## src/rate_sel_pkg.sv

```systemverilog
package rate_sel_pkg;

  localparam int ADDR_W = 16;
  localparam int DATA_W = 16;
  localparam int FIELD_W = 4;

  // register offsets
  localparam logic [ADDR_W-1:0] NOISE_SOURCE_RATE_ADDR      = 16'h00A0;
  localparam logic [ADDR_W-1:0] INPUT_PATHS_RATE_ADDR       = 16'h0308;
  localparam logic [ADDR_W-1:0] OUTPUT_PATHS_RATE_ADDR      = 16'h0408;
  localparam logic [ADDR_W-1:0] SERIAL_PORT_ONE_RATE_ADDR   = 16'h0503;
  localparam logic [ADDR_W-1:0] SERIAL_PORT_TWO_RATE_ADDR   = 16'h0543;
  localparam logic [ADDR_W-1:0] SERIAL_PORT_THREE_RATE_ADDR = 16'h0583;
  localparam logic [ADDR_W-1:0] DIGITAL_TX_RATE_ADDR        = 16'h05C2;
  localparam logic [ADDR_W-1:0] BUS_CHANNEL_RATES_FIRST_ADDR = 16'h05E5;

  // field positions (low bit of each 4-bit field)
  localparam int HIGH_FIELD_LSB = 11;
  localparam int LOW_FIELD_LSB  = 4;

  // field codes
  localparam logic [FIELD_W-1:0] RATE_ONE   = 4'h0;
  localparam logic [FIELD_W-1:0] RATE_TWO   = 4'h1;
  localparam logic [FIELD_W-1:0] RATE_THREE = 4'h2;
  localparam logic [FIELD_W-1:0] FIELD_RESET = RATE_ONE;

  localparam int NUM_FIELDS = 8;

  // decoded one-hot choice of global rate
  typedef struct packed {
    logic three;
    logic two;
    logic one;
  } rate_pick_s;

  // register port request
  typedef struct packed {
    logic              wr;
    logic              rd;
    logic [ADDR_W-1:0] addr;
    logic [DATA_W-1:0] wdata;
  } reg_req_s;

endpackage : rate_sel_pkg

```

## src/rate_field.sv

```systemverilog
`timescale 1ns/100ps
`default_nettype none
module rate_field
  import rate_sel_pkg::*;
(
  input  wire logic               mclk,
  input  wire logic               nrst,
  input  wire logic               wr_en,
  input  wire logic [FIELD_W-1:0] wr_code,
  output var  logic [FIELD_W-1:0] code,
  output var  rate_pick_s         pick
);

  logic [FIELD_W-1:0] next_code;
  rate_pick_s         next_pick;

  // reserved codes are stored as written; the pick then selects no rate
  always_comb begin
    next_code       = wr_en ? wr_code : code;
    next_pick.one   = (next_code == RATE_ONE);
    next_pick.two   = (next_code == RATE_TWO);
    next_pick.three = (next_code == RATE_THREE);
  end

  always_ff @(posedge mclk or negedge nrst) begin
    if (!nrst) begin
      code <= FIELD_RESET;
      pick <= '{one: 1'b1, default: 1'b0}; // reset code picks rate one
    end else begin
      code <= next_code;
      pick <= next_pick;
    end
  end

endmodule : rate_field
`default_nettype wire

```

## src/core_sample_rate_select.sv

```systemverilog
`timescale 1ns/100ps
`default_nettype none
// How it works
// - noise generator rate field, bits 14:11, codes pick rate one, two or three.
// - one input-path rate field at bits 14:11 shared by all inputs.
// - output-path rate field at bits 14:11 for all outputs.
// - three serial port rate fields at bits 14:11 of three registers.
// - digital transmitter rate field at bits 7:4.
// - at most three rates, all synchronous to the audio clock, each field picks one, or none for a reserved code.
module core_sample_rate_select
  import rate_sel_pkg::*;
(
  input  wire logic                       mclk,
  input  wire logic                       nrst,
  input  wire logic                       reg_wr,
  input  wire logic                       reg_rd,
  input  wire logic [ADDR_W-1:0]          reg_addr,
  input  wire logic [DATA_W-1:0]          reg_wdata,
  output var  logic [DATA_W-1:0]          reg_rdata,
  output var  logic [NUM_FIELDS-1:0]      rate_one_sel,
  output var  logic [NUM_FIELDS-1:0]      rate_two_sel,
  output var  logic [NUM_FIELDS-1:0]      rate_three_sel
);

  // field index order
  localparam int F_NOISE = 0;
  localparam int F_IN    = 1;
  localparam int F_OUT   = 2;
  localparam int F_SP1   = 3;
  localparam int F_SP2   = 4;
  localparam int F_SP3   = 5;
  localparam int F_DTX   = 6;
  localparam int F_BUSRX = 7;

  reg_req_s req;
  assign req = '{wr: reg_wr, rd: reg_rd, addr: reg_addr, wdata: reg_wdata};

  logic [NUM_FIELDS-1:0]  hit;
  logic [FIELD_W-1:0]     wr_code [NUM_FIELDS];
  logic [FIELD_W-1:0]     code    [NUM_FIELDS];
  rate_pick_s             pick    [NUM_FIELDS];
  logic [DATA_W-1:0]      next_rdata;

  // address decode; the bus channel register holds the first receive channel
  always_comb begin
    hit          = '0;
    hit[F_NOISE] = (req.addr == NOISE_SOURCE_RATE_ADDR);
    hit[F_IN]    = (req.addr == INPUT_PATHS_RATE_ADDR);
    hit[F_OUT]   = (req.addr == OUTPUT_PATHS_RATE_ADDR);
    hit[F_SP1]   = (req.addr == SERIAL_PORT_ONE_RATE_ADDR);
    hit[F_SP2]   = (req.addr == SERIAL_PORT_TWO_RATE_ADDR);
    hit[F_SP3]   = (req.addr == SERIAL_PORT_THREE_RATE_ADDR);
    hit[F_DTX]   = (req.addr == DIGITAL_TX_RATE_ADDR);
    hit[F_BUSRX] = (req.addr == BUS_CHANNEL_RATES_FIRST_ADDR);
  end

  // the transmitter field sits low; every other field sits at 14:11
  always_comb begin
    for (int i = 0; i < NUM_FIELDS; i++) begin
      wr_code[i] = req.wdata[HIGH_FIELD_LSB +: FIELD_W];
    end
    wr_code[F_DTX] = req.wdata[LOW_FIELD_LSB +: FIELD_W];
  end

  // one storage cell per field; range limits are software's duty, not checked
  genvar g;
  generate
    for (g = 0; g < NUM_FIELDS; g++) begin : g_field
      rate_field u_field (
        .mclk    (mclk),
        .nrst    (nrst),
        .wr_en   (req.wr && hit[g]),
        .wr_code (wr_code[g]),
        .code    (code[g]),
        .pick    (pick[g])
      );
    end
  endgenerate

  // read mux; unmapped addresses and undocumented bits read zero
  always_comb begin
    next_rdata = '0;
    if (req.rd) begin
      for (int i = 0; i < NUM_FIELDS; i++) begin
        if (hit[i] && i != F_DTX) begin
          next_rdata[HIGH_FIELD_LSB +: FIELD_W] = code[i];
        end
      end
      if (hit[F_DTX]) begin
        next_rdata[LOW_FIELD_LSB +: FIELD_W] = code[F_DTX];
      end
    end
  end

  always_ff @(posedge mclk or negedge nrst) begin
    if (!nrst) begin
      reg_rdata <= '0;
    end else begin
      reg_rdata <= next_rdata;
    end
  end

  // one-hot selects come straight from the field cells' flops
  always_comb begin
    for (int i = 0; i < NUM_FIELDS; i++) begin
      rate_one_sel[i]   = pick[i].one;
      rate_two_sel[i]   = pick[i].two;
      rate_three_sel[i] = pick[i].three;
    end
  end

endmodule : core_sample_rate_select
`default_nettype wire

```

## config.mk

```make
export PLATFORM = sky130hd
export DESIGN_NAME = core_sample_rate_select
export DESIGN_NICKNAME = d
export VERILOG_FILES = /design/src/rate_sel_pkg.sv /design/src/rate_field.sv /design/src/core_sample_rate_select.sv
export SDC_FILE = /design/constraint.sdc
export NUM_CORES = 1
export LEC_CHECK = 0
export BUFFER_PORTS_ARGS = -buffer_cell sky130_fd_sc_hd__buf_2
export CELL_PAD_IN_SITES_DETAIL_PLACEMENT = 1
export CELL_PAD_IN_SITES_GLOBAL_PLACEMENT = 2
export CORE_MARGIN = 1
export CORE_UTILIZATION = 30
export DETAILED_ROUTE_END_ITERATION = 7
export PLACE_DENSITY = 0.74
export SETUP_SLACK_MARGIN = 0.02
export SYNTH_ARGS = -nofsm -noshare
export SYNTH_HDL_FRONTEND = slang
export SYNTH_SLANG_ARGS = --single-unit
export TNS_END_PERCENT = 10
```

## constraint.sdc

```tcl
create_clock -name mclk -period 1.3 [get_ports mclk]
set_clock_uncertainty 0.05 [all_clocks]
set_input_delay 0.13 -clock mclk [delete_from_list [all_inputs] [get_ports mclk]]
set_output_delay 0.13 -clock mclk [all_outputs]
set_load 0.005 [all_outputs]
```

-- After elaboration in Yosys (flattened, before gate mapping)
Index checks and enable logic that the tools add are counted.
- flip-flop bits (word level): 64
- input port bits: 36
- output and inout bits: 40
- eq/ne operators: 24
- multiplexer cells: 18
- reductions and logical operators: 16
- operators by type and width (kind ; count):
    16-bit by 11-bit equality test with 1-bit output, second input constant ; 6
    4-bit two-way mux ; 18
    4-bit by 1-bit equality test with 1-bit output, second input constant ; 8
    4-bit by 2-bit equality test with 1-bit output, second input constant ; 8
    4-bit logical NOT ; 8
    16-bit by 10-bit equality test with 1-bit output, second input constant ; 1
    16-bit by 8-bit equality test with 1-bit output, second input constant ; 1
    1-bit logical AND ; 8

-- Logic depth before layout (Yosys ltp)
Gate-level depths: netlist (run 1).
- word-level depth: 9
- gate-level depth with buffers: 7
- depth with buffers taken out: 6

-- Hierarchy
Synthesis (run 1) repeated with hierarchy kept, for this count alone.
- cell total of the unflattened synthesis: 263
- area total of the unflattened synthesis: 3148.0 µm²
- modules (own cells, without submodules) (module ; instances ; cells an instance ; area each (µm²) ; seq. area each (µm²)):
    rate_field ; 8 ; 20 ; 289.0 ; 176.4
    core_sample_rate_select ; 1 ; 103 ; 835.8 ; 200.2

-- Worst setup path before layout (run 1)
Ideal clock, no wire load.
- path type: input to register
- start point: input port reg_addr[14]
- end point: register, netlist name g_field[1].u_field.pick[1]
- arrival time: 1820 ps
- required time: 1130 ps
- path slack: -689 ps
- cell stages on the path: 5
- path buffers: 0
- path through: or4_4 -> nor4_4 -> nand3_2 -> mux2_2 -> and3_1
- RTL lines (item ; line ; RTL):
    start, declared ; core_sample_rate_select.sv:17 ; input wire logic [ADDR_W-1:0] reg_addr,

-- Final worst setup path (run 1)
- start point: input port reg_addr[11]
- end point: register reg_rdata[12]
- cells in the longest elaborated chain, start to end: 9
- elaborated cells between the ends (all ways): 15
- classes of those cells: eq/ne (7); mux (8)
- RTL lines (item ; line ; RTL):
    16-bit by 8-bit equality test with 1-bit output ; core_sample_rate_select.sv:47 ; hit[F_NOISE] = (req.addr == NOISE_SOURCE_RATE_ADDR);
    4-bit two-way mux (6 in a row) ; core_sample_rate_select.sv:85 ; if (hit[i] && i != F_DTX) begin
    4-bit two-way mux (*) ; core_sample_rate_select.sv:85 ;
    4-bit two-way mux (*) ; core_sample_rate_select.sv:83 ; if (req.rd) begin
    net next_rdata[12] ; core_sample_rate_select.sv:42 ; logic [DATA_W-1:0] next_rdata;
    end signal, assigned ; core_sample_rate_select.sv:99 ; reg_rdata <= next_rdata;
    end, declared ; core_sample_rate_select.sv:19 ; output var logic [DATA_W-1:0] reg_rdata,
Mark *: on every way through the listed nets, which the timed path passes. The rest lies on a longest branch.

==> impl_summary.txt, run 1 <==
----------------------------------------------------
[Global route]
  Number of antenna violations at the first check in global routing ... 0
  Global-route wire length before repair ... 13890 microns
  GR Overflow Total ... 0
  GRT Overall Usage ... 0.1768
  Pin count of the biggest net entering global routing ... 33
  Number of global-route vias before repair ... ~2700

[Layout]
  Number of diodes added for antenna fixing ... 0
  Area growth, synth to finish ... 48.72%
  Layout net count ... between 400 and 500
  Utilization after layout ... 0.4642
  Final non-filler cell area ... around 4600 sq um
  Fraction of final layout cells with drive strength greater than 1 ... 0.5767
  Count of fill cells added during filler insertion ... approximately 1100
  Count of non-filler cells in the finished layout ... 537

[Logic synthesis]
  Share of synthesized area occupied by flip-flops and latches ... 0.5234
  Yosys warns ... 0
  Cell taking the most area after synthesis ... sky130_fd_sc_hd__dfrtp_1
  Fraction of post-synthesis cell area in the top cell type by area ... 0.4551
  #FFs+latches synth ... 64
  Average cell area after synthesis ... 11.53 sq um
  Yosys cell types ... a little over 50
  Post-synthesis instance area ... just over 3000 sq um
  Leading cell types by total area after synthesis ... sky130_fd_sc_hd__dfrtp_1 (46%), sky130_fd_sc_hd__mux2_2 (12%), sky130_fd_sc_hd__dfstp_2 (6.8%)
  Post-Syn Instances ... 267

[Timing]
  Worst hold slack after final layout ... between 15 and 20 ps
  Hold Fails Final Rpt ... 0
  Worst Setup Slack, final ... -426.3 ps
  Upper clock frequency limit ... around 580 MHz
  Unrepaired setup endpoints after global routing ... true
  Period Utilization, post-route ... 1.328
  Number of endpoints failing setup at the final stage ... between 50 and 60
  Max-slew violation total from the final report ... 0
  Total negative setup slack ... -16190 ps
  Min Tclk post-route ... approximately 1700 ps

[Detailed routing]
  First-pass iteration count of the detailed router ... 4
  Post-detailed-routing wire length ... ~9000 microns
  Ratio of routed vias to standard cells ... 4.739
  Drt first-iter violations ... 53
  DRC viols ... 0
  DRT antenna net count ... 0
  Post-DR wirelength/cell ... 16.69 microns
  Vias after detailed routing ... 2545

[Setup path]
  Capture point of the worst reg-to-reg path ... g_field[5].u_field.pick[2]$_DFF_PN0_
  R2R setup slack ... -50 ps
  Cell class contributing the biggest share of worst-path delay ... simple AND/OR/NAND/NOR gates
  Count of buffer and inverter cells on the critical path ... 2
  Data arrival time of the worst path ... roughly 1900 ps
  Critical path required time ... approximately 1500 ps
  Maximum fanout along the worst path ... 6
  Cell breakdown of the critical path ... buf_6 > or4_4 > nor4_4 > buf_4 > and2_2 > o21ai_0 > a21oi_1
  CP Capture Type ... register
  Crit. path cell count ... 7
  Setup CP Type ... in2reg
  Maximum single-stage delay on the critical path ... approximately 570 ps
  Length in cells of the worst reg-to-reg path ... 2
  Nature of the critical path startpoint ... input port
  Slowest stage cell, crit path ... sky130_fd_sc_hd__or4_4
  R2R Path Start ... g_field[5].u_field.code[2]$_DFF_PN0_

[Hold path]
  Hold Path Depth ... 3
  Hold Startpoint ... reg_wdata[5]
  Min-Delay Endpoint ... g_field[6].u_field.pick[0]$_DFF_PN1_
  Path class of the lowest-slack min-delay path ... in2reg

[Floorplanning]
  Starting Density ... 0.3122
  Number of primary I/O pins ... 76
  FP Rows ... 36
  Die width ... 103.3 microns
  Area of the core region ... just under 10000 sq um
  Vertical die dimension ... 103.3 microns
  Die footprint ... 10670 sq um

[Power and ir drop]
  Max IR drop VDD ... between 400 and 500 uV
  Overall power consumption ... between 4 and 5 mW
  Total power density per cell area ... 979.4 nW/um^2
  Leakage component of the power ... ~2.3 nW

[Place]
  Gpl congestion ... 0.7972
  Post-placement worst setup slack ... -862.4 ps
  Dpl cell area ... about 4000 sq um
  Number of port buffers ... approximately 60
  HPWL after detailed placement ... ~6600 microns
  Cells after DPL ... about 510

[Run status]
  Status ... complete, but fails checks
  Violations in the final reports ... setup timing

[Clock network]
  Clock tree from TritonCTS ... yes
  Number of levels the H-tree was split into ... 3
  Clk pin slew, worst setup/hold paths ... 80 ps
  Root buffer cell ... sky130_fd_sc_hd__clkbuf_8
  Skew-Pair Late Insertion Delay ... ~340 ps
  Clock buffers created by TritonCTS ... 9
  Worst-case clock buffer depth ... 2
  Sink count of the clock tree ... 64

[Job]
  Max-cap violation count ... 0

----------------------------------------------------
## final cells by class
class                           instances  area (sq um)  area share
Sequential cell                        64          1612      0.3519
Clock inverter                          6         115.1     0.02514
Multi-Input combinational cell        181          1583      0.3456
Clock buffer                           10         137.6     0.03005
Timing Repair Buffer                  133         928.4      0.2027
Inverter                               10         37.54    0.008197
Tap cell                              133         166.4     0.03634
## flip-flops by register name, indices dropped and copies added (netlist names)
signal and cells:
g_field.u_field.code 32, g_field.u_field.pick 24, reg_rdata 8
## logic make-up after synthesis
kind of cell | share of synthesized area
compound gates | 0.07152
buf+inv | 0.04836
flops | 0.5234
mux | 0.1593
other cells | 0.001218
simple gates | 0.1963
## report_power, final
part	internal [mW]	leakage, nW	total (mW)	switching, mW
Sequential	1.99	0.867	1.99	0.000441
Combinational	0.145	1.33	0.326	0.181
Clock	1.34	0.123	2.17	0.831
Total	3.47	2.32	4.48	1.01
## worst max-delay path by stage
stage,endpoint,start,slack (ps)
finish,reg_rdata[12]$_DFF_PN0_,reg_addr[11],-430
global route,reg_rdata[12]$_DFF_PN0_,reg_addr[11],-480
CTS,g_field[4].u_field.code[1]$_DFF_PN0_,reg_addr[12],-380
detailed placement,g_field[5].u_field.pick[1]$_DFF_PN0_,reg_addr[14],-860
global placement,g_field[5].u_field.pick[1]$_DFF_PN0_,reg_addr[14],-800
floorplan,g_field[1].u_field.pick[1]$_DFF_PN0_,reg_addr[14],-690
## cells in the mapped netlist (all sizes together)
| cell type | instances |
|---|---|
| and4 | 1 |
| nor4b | 2 |
| a32o | 1 |
| nand2b | 1 |
| or3 | 1 |
| clkbuf | 7 |
| buf | 12 |
| or2 | 3 |
| conb | 1 |
| a211o | 3 |
| nor4 | 5 |
| nor4bb | 1 |
| a31oi | 2 |
| a21oi | 9 |
| dfrtp | 56 |
| or4b | 3 |
| nor3b | 4 |
| inv | 10 |
| nand4b | 1 |
| mux2 | 32 |
| and3 | 4 |
| or4 | 2 |
| nand2 | 10 |
| nand4 | 4 |
| mux2i | 13 |
| nand3b | 3 |
| or3b | 2 |
| a22oi | 5 |
| nor3 | 11 |
| nor2 | 20 |
| and2 | 7 |
| nand3 | 8 |
| a32oi | 1 |
| a21o | 3 |
| a221oi | 2 |
| o21ai | 8 |
| dfstp | 8 |
| and3b | 1 |
## metal layers
| metal | up-vias | track usage | part of all wire |
|---|---|---|---|
| met1 | 1279 | 0.2271 | 0.45 |
| met3 | 9 | 0.02688 | 0.029 |
| li1 | 1213 | - | - |
| met4 | 0 | 0.07042 | 0.013 |
| met5 | - | 0 | 0 |
| met2 | 44 | 0.2995 | 0.51 |
## worst register-to-register path, stage by stage (launching register included)
cell,delay [ps]
sky130_fd_sc_hd__dfrtp_1,380
sky130_fd_sc_hd__or4b_2,700
sky130_fd_sc_hd__a21oi_2,150
## cell usage in the layout, fill, tap and decap left out, drive strengths merged, types with 4 or more instances in the layout
| cell | instances |
|---|---|
| o21ai | 8 |
| dfrtp | 56 |
| nand4 | 4 |
| conb | 8 |
| dfstp | 8 |
| mux2 | 32 |
| nor4 | 5 |
| clkbuf | 10 |
| buf | 129 |
| dlygate4sd3 | 4 |
| nor3b | 4 |
| mux2i | 13 |
| and3 | 4 |
| inv | 11 |
| a21oi | 9 |
| and2 | 7 |
| nand2 | 10 |
| nor3 | 11 |
| nor2 | 20 |
| a22oi | 5 |
| nand3 | 8 |
## repair_timing
action | 4_1_cts | 5_1_grt
endpoints found under the hold margin | 59 | 0
resized for setup | 40 | 22
hold buffers | 4 | 0
setup buffers | 3 | 5
pin swaps | 20 | 12
endpoints found under the setup margin | 63 | 62
Note: power is estimated with default switching activity, not from simulation.
==> inputs of run 2 (changes only) <==
--- a/config.mk
+++ b/config.mk
@@ -10,9 +10,11 @@
 export CELL_PAD_IN_SITES_GLOBAL_PLACEMENT = 2
 export CORE_MARGIN = 1
 export CORE_UTILIZATION = 30
+export CTS_BUF_LIST = sky130_fd_sc_hd__clkbuf_16
 export DETAILED_ROUTE_END_ITERATION = 7
 export PLACE_DENSITY = 0.74
 export SETUP_SLACK_MARGIN = 0.02
+export SKIP_LAST_GASP = 1
 export SYNTH_ARGS = -nofsm -noshare
 export SYNTH_HDL_FRONTEND = slang
 export SYNTH_SLANG_ARGS = --single-unit
==> impl_summary.txt, run 2 (same netlist as run 1, synthesis figures left out) <==
----------------------------------------------------
[Layout]
  Fraction of final layout cells with drive strength greater than 1 ... 0.5567 (-0.02006)
  Footprint of the multi-input gates ... 1524 sq um (-3.7%)
  Final non-filler cell area ... 4557 sq um (-0.49%)
  Utilization after layout ... 0.4619 (-0.002283)
  Flip-flop count of the largest register, all copies and words added ... 32 (unchanged)
  Register Area ... 1612 sq um (unchanged)
  Layout net count ... 428 (-1.6%)
  Number of diodes added for antenna fixing ... 0 (unchanged)
  Top library cells by usage in the layout, fill and taps aside ... sky130_fd_sc_hd__buf_4 (58), sky130_fd_sc_hd__dfrtp_1 (56), sky130_fd_sc_hd__buf_2 (55), sky130_fd_sc_hd__mux2_2 (32), sky130_fd_sc_hd__nor2_1 (18)
  Registers with the highest flip-flop counts ... g_field.u_field.code: 32 flops, g_field.u_field.pick: 24 flops, reg_rdata: 8 flops
  Largest register by flop count ... g_field.u_field.code
  Area growth, synth to finish ... 47.99%
  Most common library cell in the layout ignoring fill and taps ... sky130_fd_sc_hd__buf_4
  Count of non-filler cells in the finished layout ... 530 (-1.3%)
  Count of fill cells added during filler insertion ... 1068 (+0.66%)

[Setup path]
  Data arrival time of the worst path ... 1870 ps (-50 ps)
  Critical path required time ... 1460 ps (-30 ps)
  Nature of the critical path startpoint ... input port
  CP Capture Type ... register
  Maximum fanout along the worst path ... 10 (+4)
  Setup CP Type ... in2reg

[Detailed routing]
  Drt first-iter violations ... 50 (-5.7%)
  First-pass iteration count of the detailed router ... 4 (unchanged)
  DRT antenna net count ... 0 (unchanged)
  Highest metal used ... met4
  Post-detailed-routing wire length ... 8873 microns (-1.0%)
  Post-Route M1 WL ... 4051 microns (+1.3%)
  Post-DR wirelength/cell ... 16.74 microns (+0.28%)
  Met2 routed WL ... 4459 microns (-2.8%)
  Ratio of routed vias to standard cells ... 4.738 (about the same)
  DRC viols ... 0 (unchanged)
  Vias after detailed routing ... 2511 (-1.3%)
  Metal3 WL ... 234 microns (-9.3%)

[Timing]
  Hold Fails Final Rpt ... 0 (unchanged)
  Worst Setup Slack, final ... -411.5 ps (+14.86 ps)
  Upper clock frequency limit ... 584.3 MHz (+0.87%)
  Number of endpoints failing setup at the final stage ... 62 (+8.8%)
  Total negative setup slack ... -18300 ps (-2107 ps)
  Period Utilization, post-route ... 1.317 (-0.01143)
  Worst hold slack after final layout ... 8.337 ps (-8.275 ps)
  Unrepaired setup endpoints after global routing ... true
  Max-slew violation total from the final report ... 0 (unchanged)
  Min Tclk post-route ... 1711 ps (-14.86 ps)

[Run status]
  Status ... complete, but fails checks
  Violations in the final reports ... setup timing

[Clock network]
  Number of levels the H-tree was split into ... 3 (unchanged)
  Clock tree from TritonCTS ... yes
  Skew-Pair Late Insertion Delay ... 330 ps (about the same)
  Root buffer cell ... sky130_fd_sc_hd__clkbuf_16
  Worst-case clock buffer depth ... 2 (unchanged)
  Sink count of the clock tree ... 64 (unchanged)
  Clock buffers created by TritonCTS ... 9 (unchanged)
  Clk pin slew, worst setup/hold paths ... 60 ps (-20 ps)

[Floorplanning]
  Die width ... 103.3 microns (unchanged)
  FP Rows ... 36 (unchanged)
  Vertical die dimension ... 103.3 microns (unchanged)
  Die footprint ... 10670 sq um (unchanged)
  Area of the core region ... 9864 sq um (unchanged)
  Number of primary I/O pins ... 76 (unchanged)
  Starting Density ... 0.3122 (unchanged)

[Place]
  Post-placement worst setup slack ... -862.4 ps (unchanged)
  Dpl cell area ... 3955 sq um (unchanged)
  Cells after DPL ... 509 (unchanged)
  HPWL after detailed placement ... 6597 microns (unchanged)
  Number of port buffers ... 59 (unchanged)
  Gpl congestion ... 0.7972 (unchanged)

[Global route]
  Number of global-route vias before repair ... 2722 (+0.15%)
  Global-route wire length before repair ... 13920 microns (+0.20%)
  GRT Overall Usage ... 0.1775 (+0.0006955)
  Number of antenna violations at the first check in global routing ... 0 (unchanged)
  Pin count of the biggest net entering global routing ... 33 (unchanged)
  GR Overflow Total ... 0 (unchanged)

[Power and ir drop]
  Max IR drop VDD ... 655.8 uV (+61%)
  Leakage component of the power ... 2.303 nW (-0.93%)
  Overall power consumption ... 5.087 mW (+13%)
  Total power density per cell area ... 1116 nW/um^2 (+14%)

[Hold path]
  Path class of the lowest-slack min-delay path ... in2reg

[Job]
  Max-cap violation count ... 0 (unchanged)

----------------------------------------------------
-- run 2: worst max-delay path, cell delays in order --
cell	delay, ps
sky130_fd_sc_hd__buf_6	100
sky130_fd_sc_hd__or4_4	570
sky130_fd_sc_hd__nor3b_4	220
sky130_fd_sc_hd__buf_6	160
sky130_fd_sc_hd__buf_6	130
sky130_fd_sc_hd__nand4b_2	120
sky130_fd_sc_hd__buf_6	160
sky130_fd_sc_hd__mux2_2	270
-- run 2: power by group --
group,internal [mW],total (mW),switching [mW]
sequential,2.00,2.00,0.000440
clock,1.88,2.78,0.908
combinational,0.137,0.308,0.171
-- run 2: final timing paths --
path	start	endpoint	slack, ps	cells after the start
setup / recovery	reg_addr[12]	g_field[3].u_field.code[3]$_DFF_PN0_	-410	8
hold / removal	reg_wdata[6]	g_field[6].u_field.code[2]$_DFF_PN0_	8	2
setup reg to reg	g_field[5].u_field.code[2]$_DFF_PN0_	g_field[5].u_field.pick[2]$_DFF_PN0_	-30	2
hold reg to reg	g_field[6].u_field.code[3]$_DFF_PN0_	reg_rdata[7]$_DFF_PN0_	460	1
max in group asynchronous	nrst	g_field[6].u_field.pick[0]$_DFF_PN1_	480	3
min in group asynchronous	nrst	g_field[2].u_field.code[1]$_DFF_PN0_	180	2
-- run 2: area by class of cell --
class / count / share of cell area
tap: 133 / 0.03652
clock inverter: 7 / 0.02608
timing repair buffer: 126 / 0.1917
clock buffer: 9 / 0.04942
inverter: 10 / 0.008237
multi-input combinational: 181 / 0.3344
sequential: 64 / 0.3537
-- run 2: layer usage --
| metal | track usage | up-vias |
|---|---|---|
| li1 | - | 1198 |
| met1 | 0.2206 | 1258 |
| met2 | 0.3056 | 45 |
| met3 | 0.03898 | 10 |
| met4 | 0.05959 | 0 |
| met5 | 0 | - |
-- run 2: repair_timing --
| action | 4_1_cts | 5_1_grt |
|---|---|---|
| hold buffers | 1 | 0 |
| setup buffers | 3 | 2 |
| endpoints found under the setup margin | 63 | 64 |
| endpoints found under the hold margin | 56 | 0 |
| gates resized for setup | 28 | 21 |
| pin swaps | 10 | 9 |
==> inputs of run 3 (changes only) <==
==> constraint.sdc (replaced) <==
create_clock -name mclk -period 1.3 [get_ports mclk]
set_clock_uncertainty 0.05 [all_clocks]
set_input_delay 0.13 -clock mclk [delete_from_list [all_inputs] [get_ports mclk]]
set_output_delay 0.13 -clock mclk [all_outputs]
set_load 0.1 [all_outputs]
==> impl_summary.txt, run 3 (same netlist as run 1, synthesis figures left out) <==
----------------------------------------------------
[Setup path]
  R2R Path Start ... g_field[5].u_field.code[2]$_DFF_PN0_
  Data arrival time of the worst path ... 1940 ps (+70 ps)
  R2R setup slack ... -70 ps (-40 ps)
  Critical path required time ... 1460 ps (about the same)
  Capture point of the worst reg-to-reg path ... g_field[5].u_field.pick[2]$_DFF_PN0_
  Maximum fanout along the worst path ... 4 (-6)
  CP Capture Type ... register
  Nature of the critical path startpoint ... input port
  Length in cells of the worst reg-to-reg path ... 2 (unchanged)
  Setup CP Type ... in2reg

[Detailed routing]
  DRC viols ... 0 (unchanged)
  Drt first-iter violations ... 63 (+26%)
  First-pass iteration count of the detailed router ... 4 (unchanged)
  DRT antenna net count ... 0 (unchanged)
  Post-DR wirelength/cell ... 16.87 microns (+0.77%)
  Ratio of routed vias to standard cells ... 4.821 (+1.8%)
  Post-detailed-routing wire length ... 9059 microns (+2.1%)
  Vias after detailed routing ... 2589 (+3.1%)

[Place]
  HPWL after detailed placement ... 6517 microns (-1.2%)
  Number of port buffers ... 59 (unchanged)
  Dpl cell area ... 4113 sq um (+4.0%)
  Gpl congestion ... 0.7793 (-2.2%)

[Power and ir drop]
  Total power density per cell area ... 964.5 nW/um^2 (-14%)
  Switching power summed over all nets ... 1.127 mW (+4.4%)
  Proportion of power drawn by the clock network ... 0.466 (-0.081)
  Overall power consumption ... 4.519 mW (-11%)
  Sequential fraction of design power ... 0.442 (+0.050)
  Switch share ... 0.2495 (+0.03714)
  Cell Int Power ... 3.392 mW (-15%)
  Combinational cell fraction of total power ... 0.092 (+0.031)
  Max IR drop VDD ... 675.7 uV (+3.0%)
  Leakage component of the power ... 2.381 nW (+3.4%)

[Layout]
  Register Area ... 1612 sq um (unchanged)
  Count of fill cells added during filler insertion ... 1081 (+1.2%)
  Top library cells by usage in the layout, fill and taps aside ... sky130_fd_sc_hd__buf_4 (63), sky130_fd_sc_hd__dfrtp_1 (56), sky130_fd_sc_hd__buf_2 (47), sky130_fd_sc_hd__mux2_2 (30), sky130_fd_sc_hd__nor2_1 (19)
  Area growth, synth to finish ... 52.17%
  Layout net count ... 436 (+1.9%)
  Flip-flop count of the largest register, all copies and words added ... 32 (unchanged)
  Number of diodes added for antenna fixing ... 0 (unchanged)
  Most common library cell in the layout ignoring fill and taps ... sky130_fd_sc_hd__buf_4
  Registers with the highest flip-flop counts ... g_field.u_field.code: 32 flops, g_field.u_field.pick: 24 flops, reg_rdata: 8 flops
  Largest register by flop count ... g_field.u_field.code
  Fraction of final layout cells with drive strength greater than 1 ... 0.5520 (-0.004695)
  Footprint of the multi-input gates ... 1533 sq um (+0.57%)
  Final non-filler cell area ... 4686 sq um (+2.8%)

[Run status]
  Status ... complete, but fails checks
  Violations in the final reports ... setup timing

[Global route]
  GR Overflow Total ... 0 (unchanged)
  Number of antenna violations at the first check in global routing ... 0 (unchanged)
  Number of global-route vias before repair ... 2688 (-1.2%)
  Global-route wire length before repair ... 14060 microns (+0.99%)
  Pin count of the biggest net entering global routing ... 33 (unchanged)
  GRT Overall Usage ... 0.1796 (+0.002096)

[Timing]
  Hold Fails Final Rpt ... 0 (unchanged)
  Unrepaired setup endpoints after global routing ... true
  Period Utilization, post-route ... 1.372 (+0.05590)
  Worst hold slack after final layout ... 5.504 ps (-2.833 ps)
  Upper clock frequency limit ... 560.5 MHz (-4.1%)
  Min Tclk post-route ... 1784 ps (+72.68 ps)
  Total negative setup slack ... -22010 ps (-3708 ps)
  Number of endpoints failing setup at the final stage ... 64 (+3.2%)
  Max-slew violation total from the final report ... 0 (unchanged)
  Worst Setup Slack, final ... -484.1 ps (-72.68 ps)

[Clock network]
  Clock tree from TritonCTS ... yes
  Root buffer cell ... sky130_fd_sc_hd__clkbuf_16
  Number of levels the H-tree was split into ... 3 (unchanged)
  Skew-Pair Late Insertion Delay ... 330 ps (about the same)
  Clock buffers created by TritonCTS ... 9 (unchanged)
  Sink count of the clock tree ... 64 (unchanged)
  Clk pin slew, worst setup/hold paths ... 60 ps (about the same)
  Worst-case clock buffer depth ... 2 (unchanged)

[Floorplanning]
  Area of the core region ... 9864 sq um (unchanged)
  Vertical die dimension ... 103.3 microns (unchanged)
  Die width ... 103.3 microns (unchanged)
  Starting Density ... 0.3122 (unchanged)
  FP Rows ... 36 (unchanged)
  Die footprint ... 10670 sq um (unchanged)
  Number of primary I/O pins ... 76 (unchanged)

[Job]
  Max-cap violation count ... 0 (unchanged)

[Hold path]
  Hold Path Depth ... 2 (unchanged)
  Path class of the lowest-slack min-delay path ... in2reg
  Hold Startpoint ... reg_wdata[6]
  Min-Delay Endpoint ... g_field[6].u_field.code[2]$_DFF_PN0_

----------------------------------------------------
==> run 3: cell count changes in the layout (fill, tap and decap cells not counted), moves of 2 or more <==
cell	previous run	this run
sky130_fd_sc_hd__bufinv_16	3	0
sky130_fd_sc_hd__mux2_2	32	30
sky130_fd_sc_hd__buf_4	58	63
sky130_fd_sc_hd__a21oi_1	4	7
sky130_fd_sc_hd__buf_2	55	47
sky130_fd_sc_hd__a21oi_2	5	2
sky130_fd_sc_hd__o21ai_0	6	4
sky130_fd_sc_hd__inv_1	7	10
sky130_fd_sc_hd__mux2_4	0	2
sky130_fd_sc_hd__buf_12	2	12
==> run 3: worst max-delay path: stages <==
cell and delay (ps):
sky130_fd_sc_hd__buf_6 90, sky130_fd_sc_hd__or4_4 570, sky130_fd_sc_hd__nor3b_4 350, sky130_fd_sc_hd__buf_4 190, sky130_fd_sc_hd__nand4_4 170, sky130_fd_sc_hd__buf_6 180, sky130_fd_sc_hd__mux2_2 260
==> run 3: cell type report <==
cell class	count	share of cell area
clock buffers	9	0.04806
repair buffers	134	0.2307
well taps	133	0.03551
inverters	10	0.008011
flip-flops and latches	64	0.3439
clock inverters	6	0.006676
multi-input cells	181	0.3271
==> run 3: timing repair <==
| action | 4_1_cts | 5_1_grt |
|---|---|---|
| pin swaps | 8 | 7 |
| hold buffers | 2 | 0 |
| setup buffers | 7 | 3 |
| endpoints found under the setup margin | 64 | 71 |
| resized for setup | 16 | 35 |
| endpoints found under the hold margin | 57 | 0 |
==> run 3: worst max-delay path by stage <==
stage,cells past startpoint,to,slack (ps),start
floorplan,5,g_field[1].u_field.pick[1]$_DFF_PN0_,-690,reg_addr[14]
global placement,7,g_field[5].u_field.pick[1]$_DFF_PN0_,-800,reg_addr[14]
detailed placement,6,g_field[6].u_field.pick[1]$_DFF_PN0_,-870,reg_addr[2]
CTS,7,g_field[5].u_field.pick[2]$_DFF_PN0_,-430,reg_addr[2]
global route,7,g_field[5].u_field.pick[2]$_DFF_PN0_,-550,reg_addr[14]
finish,7,g_field[4].u_field.code[3]$_DFF_PN0_,-480,reg_addr[14]
==> run 3: metal layers <==
metal | up-vias | track usage | share of wire
met5 | - | 0 | 0
met4 | 0 | 0.07476 | 0.018
met3 | 13 | 0.02823 | 0.026
met2 | 52 | 0.3046 | 0.51
met1 | 1312 | 0.2285 | 0.44
li1 | 1212 | - | -
==> run 3: metrics by stage <==
stage / utilization / setup WS [ps] / instances
after floorplan: - / -687.4 / 274
after global placement: 0.4169 / -799.1 / 510
after detailed placement: 0.4169 / -874.1 / 510
after CTS: 0.4590 / -433.8 / 534
after global routing: 0.4750 / -546.1 / 537
final: 0.4750 / -484.1 / 537
==> run 3: power by group through the flow <==
stage          clock [mW]  combinational (mW)  sequential, mW
3_3_place_gp            0               0.378            2.03
2_1_floorplan           0               0.182            2.03
6_report             2.11               0.416            2.00
5_1_grt              2.21               0.444            2.00
4_1_cts              2.14               0.402            2.00
3_5_place_dp            0               0.382            2.03
